## config.mk

```make
export PLATFORM = sky130hd
export DESIGN_NAME = dmp_prescaler
export DESIGN_NICKNAME = d
export VERILOG_FILES = /design/src/hw/dmp_pkg.sv /design/src/hw/dmp_clock_gate.sv /design/src/hw/dmp_prescaler.sv
export SDC_FILE = /design/constraint.sdc
export NUM_CORES = 1
export LEC_CHECK = 0
export BUFFER_PORTS_ARGS = -buffer_cell sky130_fd_sc_hd__buf_2
export CAP_MARGIN = 20
export CORE_AREA = 2 2 39 41
export CTS_CLUSTER_DIAMETER = 200
export DETAILED_ROUTE_END_ITERATION = 10
export DIE_AREA = 0 0 41 43
export GPL_ROUTABILITY_DRIVEN = 1
export MAX_ROUTING_LAYER = met4
export PLACE_DENSITY = 0.59
export SLEW_MARGIN = 20
export SYNTH_ARGS = -nofsm -noshare
export SYNTH_HDL_FRONTEND = slang
export SYNTH_SLANG_ARGS = --single-unit
```

## constraint.sdc

```tcl
create_clock -name i_clock -period 3.9 [get_ports i_clock]
set_input_delay 0.39 -clock i_clock [delete_from_list [all_inputs] [get_ports i_clock]]
set_output_delay 0.39 -clock i_clock [all_outputs]
set_load 0.1 [all_outputs]
```

## src/hw/dmp_pkg.sv

```systemverilog
// constants for the dual-modulus divide-by-10/11 prescaler
package dmp_pkg;
  localparam int unsigned DMP_RATIO_LOW    = 10;
  localparam int unsigned DMP_RATIO_HIGH   = 11;
  localparam int unsigned DMP_COUNT_WIDTH  = 4;
  localparam int unsigned DMP_HIGH_COUNTS  = 5;
  localparam logic [3:0]  DMP_COUNT_RESET  = 4'h0;
  localparam logic        DMP_OUT_RESET    = 1'b0;
  localparam logic [1:0]  DMP_EDGE_RESET   = 2'h0;
endpackage

```

## src/hw/dmp_clock_gate.sv

```systemverilog
// rising-edge detector for one clock input, held off by the other input
module dmp_clock_gate (
  // clock and reset
  input  wire logic i_clock,
  input  wire logic i_reset_n,
  // pins
  input  wire logic i_clock_pin,
  input  wire logic i_inhibit_pin,
  // event
  output logic      o_count_edge
);
  import dmp_pkg::*;

  typedef struct packed {
    logic last;
  } dmp_gate_s;

  dmp_gate_s state;
  dmp_gate_s next_state;

  always_comb begin
    next_state      = state;
    next_state.last = i_clock_pin;
  end

  always_ff @(posedge i_clock) begin
    if (!i_reset_n) begin
      state <= '0;
    end else begin
      state <= next_state;
    end
  end

  // inhibit high blocks the edge entirely
  assign o_count_edge = i_clock_pin && !state.last && !i_inhibit_pin;
endmodule

```

## src/hw/dmp_prescaler.sv

```systemverilog
// dual-modulus divide-by-10/11 prescaler core
// What this block does
// either modulus select high: divide by ten
// both selects low: divide by eleven
// both clock inputs are interchangeable
// unused clock input high inhibits counting
// unconnected inputs read as low, through pull-downs outside this block
// ten takes effect at later rising edge
// eleven takes effect at later rising edge
// one output period per division cycle
module dmp_prescaler #(
  // ratio pair and length of the high half of the output
  parameter int unsigned RATIO_LOW   = dmp_pkg::DMP_RATIO_LOW,
  parameter int unsigned RATIO_HIGH  = dmp_pkg::DMP_RATIO_HIGH,
  parameter int unsigned HIGH_COUNTS = dmp_pkg::DMP_HIGH_COUNTS
) (
  // clock and reset
  input  wire logic i_clock,
  input  wire logic i_reset_n,
  // clock inputs, either one may carry the clock
  input  wire logic i_clock_in_a,
  input  wire logic i_clock_in_b,
  // modulus control
  input  wire logic i_modulus_select_a,
  input  wire logic i_modulus_select_b,
  // divided output
  output logic      o_divided,
  output logic      o_cycle_end,
  output logic      o_ratio_ten
);
  import dmp_pkg::*;

  // refuse settings the counter cannot serve
  if (RATIO_LOW < 2) begin : g_low_too_small
    $error("low ratio must be at least two");
  end
  if (RATIO_HIGH != RATIO_LOW + 1) begin : g_pair_not_adjacent
    $error("high ratio must be one above the low ratio");
  end
  if (RATIO_HIGH > (1 << DMP_COUNT_WIDTH)) begin : g_count_too_narrow
    $error("count too narrow for the high ratio");
  end
  if (HIGH_COUNTS == 0 || HIGH_COUNTS >= RATIO_LOW) begin : g_duty_out_of_range
    $error("high half must be shorter than a cycle");
  end
  // the check counter below is five bits wide
  if (RATIO_HIGH > 32) begin : g_check_counter_narrow
    $error("cycle counter for checks too narrow");
  end

  typedef struct packed {
    logic [DMP_COUNT_WIDTH-1:0] count;
    logic                       out;
    logic                       ten;
  } dmp_core_s;

  dmp_core_s state;
  dmp_core_s next_state;
  logic      edge_a;
  logic      edge_b;
  logic      count_edge;
  logic      select_ten;
  logic [DMP_COUNT_WIDTH-1:0] last_count;

  // each input gated by the other, so the pair is symmetric
  dmp_clock_gate u_gate_a (
    .i_clock       (i_clock),
    .i_reset_n     (i_reset_n),
    .i_clock_pin   (i_clock_in_a),
    .i_inhibit_pin (i_clock_in_b),
    .o_count_edge  (edge_a)
  );

  dmp_clock_gate u_gate_b (
    .i_clock       (i_clock),
    .i_reset_n     (i_reset_n),
    .i_clock_pin   (i_clock_in_b),
    .i_inhibit_pin (i_clock_in_a),
    .o_count_edge  (edge_b)
  );

  // pull-downs live outside; a floating pin arrives here as 0
  assign count_edge = edge_a || edge_b;
  assign select_ten = i_modulus_select_a || i_modulus_select_b;

  // ratio sampled on the clock edge itself, so a change needs a later edge
  assign last_count = select_ten ? DMP_COUNT_WIDTH'(RATIO_LOW - 1)
                                 : DMP_COUNT_WIDTH'(RATIO_HIGH - 1);

  always_comb begin
    next_state = state;
    if (count_edge) begin
      next_state.ten = select_ten;
      if (state.count >= last_count) begin
        next_state.count = DMP_COUNT_RESET;
      end else begin
        next_state.count = state.count + DMP_COUNT_WIDTH'(1);
      end
      // high for the first HIGH_COUNTS counts of the cycle
      next_state.out = (next_state.count < DMP_COUNT_WIDTH'(HIGH_COUNTS));
    end
  end

  always_ff @(posedge i_clock) begin
    if (!i_reset_n) begin
      state.count <= DMP_COUNT_RESET;
      state.out   <= DMP_OUT_RESET;
      state.ten   <= 1'b0;
    end else begin
      state <= next_state;
    end
  end

  assign o_divided   = state.out;
  assign o_ratio_ten = state.ten;
  assign o_cycle_end = count_edge && (state.count >= last_count);

  // cycle counter for checks
  logic [4:0] edges_in_cycle;
  always_ff @(posedge i_clock) begin
    if (!i_reset_n) begin
      edges_in_cycle <= 5'h0;
    end else if (count_edge) begin
      edges_in_cycle <= o_cycle_end ? 5'h0 : edges_in_cycle + 5'h1;
    end
  end
endmodule

```

* Word level (Yosys, flattened, before mapping)
Index checks and enable logic that the tools add are counted.
Storage, ports and cells: bits in registers 8, input bits 6, logic and storage cells 22
Operators by class: $add $sub $neg 1, order comparisons 2, muxes and demuxes 3, reduce and logical (&&, ||, !) cells 11
Operators by type and width (number):
- 4-bit two-way mux | 2
- 1-bit logical AND | 5
- 4-bit by 1-bit adder with 4-bit output, second input constant | 1
- 4-bit >= comparator | 1
- 1-bit logical NOT | 4
- 4-bit by 3-bit < comparator with 1-bit output, second input constant | 1
- 1-bit logical OR | 2
- 2-bit two-way mux | 1

* Longest topological paths before layout
depth in word-level cells 6, depth in mapped cells 6, mapped depth without buffers 6

* Modules after synthesis
From an unflattened synthesis, not the netlist that was laid out.
Second synthesis, totals: cell total of the unflattened synthesis 46, area total of the unflattened synthesis 454.2 um2
Modules (own cells, without submodules):
- dmp_prescaler | instances 1, cells an instance 40, area an instance 376.6 um2, sequential area each 120.1 um2
- dmp_clock_gate | instances 2, cells an instance 3, area an instance 38.8 um2, sequential area each 20.0 um2

* Least setup slack after synthesis
Ideal clock, no wire load.
path type input to output, from input port i_modulus_select_b, to output port o_cycle_end, data arrival time 2.618 ns, data required time 3.510 ns, path slack 0.892 ns, cell stages on the path 5, buffers on the path 0, path through or2_2 ha_1 nand2b_1 a31o_1 nor2b_1
On the way: word-level cells in the longest chain between the ends 4
RTL lines:
- start: declaration | RTL line dmp_prescaler.sv:25 | input wire logic i_modulus_select_b,
- 1-bit logical OR | RTL line dmp_prescaler.sv:84 | assign select_ten = i_modulus_select_a || i_modulus_select_b;
- 2-bit two-way mux | RTL line dmp_prescaler.sv:87 | assign last_count = select_ten ? DMP_COUNT_WIDTH'(RATIO_LOW - 1)
- 4-bit >= comparator | RTL line dmp_prescaler.sv:116 | assign o_cycle_end = count_edge && (state.count >= last_count);
- 1-bit logical AND | RTL line dmp_prescaler.sv:116
- end: declaration | RTL line dmp_prescaler.sv:28 | output logic o_cycle_end,
Every way passes these cells.

* Worst setup path in the final report
from input port i_modulus_select_b, to output port o_cycle_end
On the way: word-level cells in the longest chain between the ends 4
RTL lines:
- 1-bit logical OR | RTL line dmp_prescaler.sv:84
- via select_ten | RTL line dmp_prescaler.sv:62 | logic select_ten;
- 2-bit two-way mux | RTL line dmp_prescaler.sv:87
- 4-bit >= comparator | RTL line dmp_prescaler.sv:116
- 1-bit logical AND | RTL line dmp_prescaler.sv:116
The timed path passes the listed nets, and every way through them passes these cells.

==> results.py <==
metrics = {
    "timing": {
        "finalHoldViolCount": 0,
        "max-slew-margin-rel_pct": 63.9,
        "slew_viol_final": 0,
        "worst_slew_pin_slew_ps": 539,
        "fin_hold_ws_ps": 382,
        "fmax_mhz": 425,
        "setup_ws_ps": 1550,
        "timing.final.crit_share_pct": 60.3,
        "fin_tns_setup_ps": 0,
        "grt_setup_unrepaired": "false",
        "skew_ps": 3.81,
        "min_period_ps": 2350,
        "setup_viol": 0,
    },
    "setup_path": {
        "r2r_cells": 6,
        "timing.rr.end": "state[4]",
        "cp-start-kind": "input pin",
        "critical_path_peak_fanout": 5,
        "cp-endpoint": "o_cycle_end",
        "end_kind": "output pin",
        "reg2reg_from": "state[2]",
        "reg2reg_slack_ps": 2050,
        "cp.arrival_ps": 1960,
        "crit_start": "i_modulus_select_b",
        "crit_type": "in -> out",
        "worstPathRequired_ps": 3510,
    },
    "synth": {
        "postSynthCellCount": 45,
        "synth_warnings": 0,
        "ys_ff_latch": 8,
        "synth.avg_cell_area_um2": 9.29,
        "synth_area_um2": 418,
        "yosysUniqueCellTypes": 22,
        "ys_seq_area_share_pct": 38.3,
        "synth_top_family_by_area": "simple AND/OR/NAND/NOR gates",
        "synth.area.mux_share_pct": 0,
        "synth_xor_area_share_pct": 2.10,
        "synthAdderAreaFrac_pct": 8.98,
        "synth-compound-area-share_pct": 17.7,
        "synth-simple-area-share_pct": 31.1,
        "syn_nets": 54,
    },
    "cts": {
        "cts_sinks": 8,
        "clk_pin_slew_worst_paths_ps": 50,
        "cts_tree": "yes",
        "numCtsBuffers": 3,
        "ctsHoldBuffers": 0,
        "cts_resized": 0,
        "cts_buffer_depth": 2,
        "insertion_delay_ps": 250,
        "root_buffer": "clkbuf_4",
        "cts_setup_buffers": 0,
        "h-tree-depth": 1,
    },
    "cells_and_area": {
        "layout-drive-gt1-share_pct": 25.0,
        "syn2layout_area_growth_pct": 19.8,
        "regArea_um2": 160,
        "diodes": 0,
        "nets": 67,
        "multi_input_area_um2": 250,
        "design_area_um2": 500,
        "post-route-util_pct": 36.2,
        "fillers": 155,
    },
    "routing": {
        "postRouteAntennaNets": 0,
        "drtIter0Drc": 4,
        "wire_per_inst_um": 10.5,
        "totalWireLength_um": 755,
        "num_vias": 358,
        "drc": 0,
        "vias_per_cell": 4.97,
        "dr.pass1.iters": 2,
    },
    "floorplan": {
        "io-pin-count": 9,
        "dieArea_um2": 1760,
        "start_util_pct": 30.2,
        "num_rows": 14,
        "die_h_um": 43,
        "die_w_um": 41,
        "coreArea_um2": 1380,
    },
    "placed_design": {
        "post-dp-hpwl_um": 597,
        "dp_slack_ps": 1530,
        "gp_congestion": 0.698,
        "dpl-instance-area_um2": 478,
        "io_buffers": 8,
    },
    "global_route": {
        "grt_pass1_vias": 343,
        "grt_max_degree": 11,
        "grt_overflow": 0,
        "antenna_found_initial": 0,
        "grt_usage_pct": 13.0,
        "grt_pass1_wl_mm": 1.48,
    },
    "outcome": {
        "status": "finished, final reports clean",
    },
    "pwr": {
        "p_int_uw": 138,
        "p_leak_nw": 0.215,
        "pwr-share-comb_pct": 24.1,
        "power_switching_uw": 61.5,
        "netSwitchingFraction_pct": 30.8,
        "p_per_area_nw_per_um2": 399,
        "clockPowerShare_pct": 29.6,
        "seq_power_share_pct": 46.3,
        "peakVddDrop_mv": 0.186,
    },
    "run": {
        "cap_violations": 0,
    },
    "worst_hold_path": {
        "hold_path.class": "in -> reg",
    },
}
[layout by cell type, fill, tap and decap left out, types with 2 or more instances in the layout]
master,n
buf_2,8
dfxtp_1,8
nor3_1,4
nor2_1,3
a21oi_1,3
ha_1,3
clkbuf_4,3
inv_1,2
nor3b_2,2
o21a_1,2
nand2_1,2
a211oi_1,2
o21ai_0,2
and2_1,2
[sequential cells by signal (all words and copies together) (netlist names)]
| name | cells |
|---|---|
| u_gate_b.state | 1 |
| u_gate_a.state | 1 |
| o_ratio_ten | 1 |
| o_divided | 1 |
| state | 4 |
[cells in the mapped netlist (all sizes together)]
| cell type | number | share of area, % |
|---|---|---|
| a32o | 1 | 2.4 |
| a31o | 1 | 2.1 |
| inv | 2 | 1.8 |
| nor2b | 1 | 1.5 |
| or3 | 1 | 1.5 |
| o21a | 2 | 3.6 |
| or4b | 1 | 2.4 |
| and2 | 2 | 3.0 |
| and4b | 1 | 2.4 |
| dfxtp | 8 | 38 |
| ha | 3 | 9.0 |
| a211oi | 2 | 3.6 |
| nor3b | 2 | 6.0 |
| or2 | 1 | 1.5 |
| nor3 | 4 | 4.8 |
| nand2 | 2 | 1.8 |
| o21ai | 2 | 2.4 |
| nor2 | 3 | 2.7 |
| nand2b | 1 | 1.5 |
| xor2 | 1 | 2.1 |
| a21oi | 3 | 3.6 |
| or3b | 1 | 2.1 |
[cells by family (layout without fill, tap and decap cells)]
kind of cell,count (synthesis),after routing
compound gates,11,11
xor+xnor,1,1
fa+ha+maj,3,3
buf+inv,2,13
flops,8,8
simple gates,20,20
[final cells by class]
cell class / count / area share, %
repair buffers: 8 / 8.00
well taps: 16 / 4.00
flip-flops and latches: 8 / 32.0
clock buffers: 3 / 4.50
multi-input cells: 35 / 50.0
inverters: 2 / 1.50
[power groups by stage]
| stage | Sequential (mW) | Clock [mW] | Combinational [mW] |
|---|---|---|---|
| after floorplan | 0.108 | 0 | 0.0236 |
| after global placement | 0.0942 | 0 | 0.0482 |
| after detailed placement | 0.0942 | 0 | 0.0484 |
| after CTS | 0.0926 | 0.0637 | 0.0485 |
| after global routing | 0.0935 | 0.0695 | 0.0536 |
| final | 0.0925 | 0.0592 | 0.0481 |
[through the flow]
stage          instances  total power, mW
2_1_floorplan         45            0.132
3_3_place_gp          69            0.142
3_5_place_dp          69            0.143
4_1_cts               72            0.205
5_1_grt               72            0.217
6_report              72            0.200
[worst max-delay path, stage by stage]
cell	delay, ps
buf_2	90
or2_2	310
ha_1	270
nand2b_1	110
a31o_1	220
nor2b_1	140
buf_2	430
[worst min path at each step]
stage | from | to | cells after the start
after floorplan | state[3] | state[3] | 2
after global placement | o_divided | o_divided | 1
after detailed placement | state[3] | state[3] | 2
after CTS | i_clock_in_b | u_gate_b.state | 2
after global routing | i_clock_in_b | u_gate_b.state | 2
final | i_clock_in_b | u_gate_b.state | 2
[routing by layer]
| layer | GRT usage (%) | up-vias | part of all wire [%] |
|---|---|---|---|
| li1 | - | 188 | - |
| met3 | 7.85 | 0 | 4.1 |
| met1 | 17.0 | 165 | 46 |
| met2 | 16.6 | 5 | 50 |
| met5 | - | - | 0 |
| met4 | 4.00 | 0 | 0 |
No activity file was read; power rests on OpenSTA's default activity.
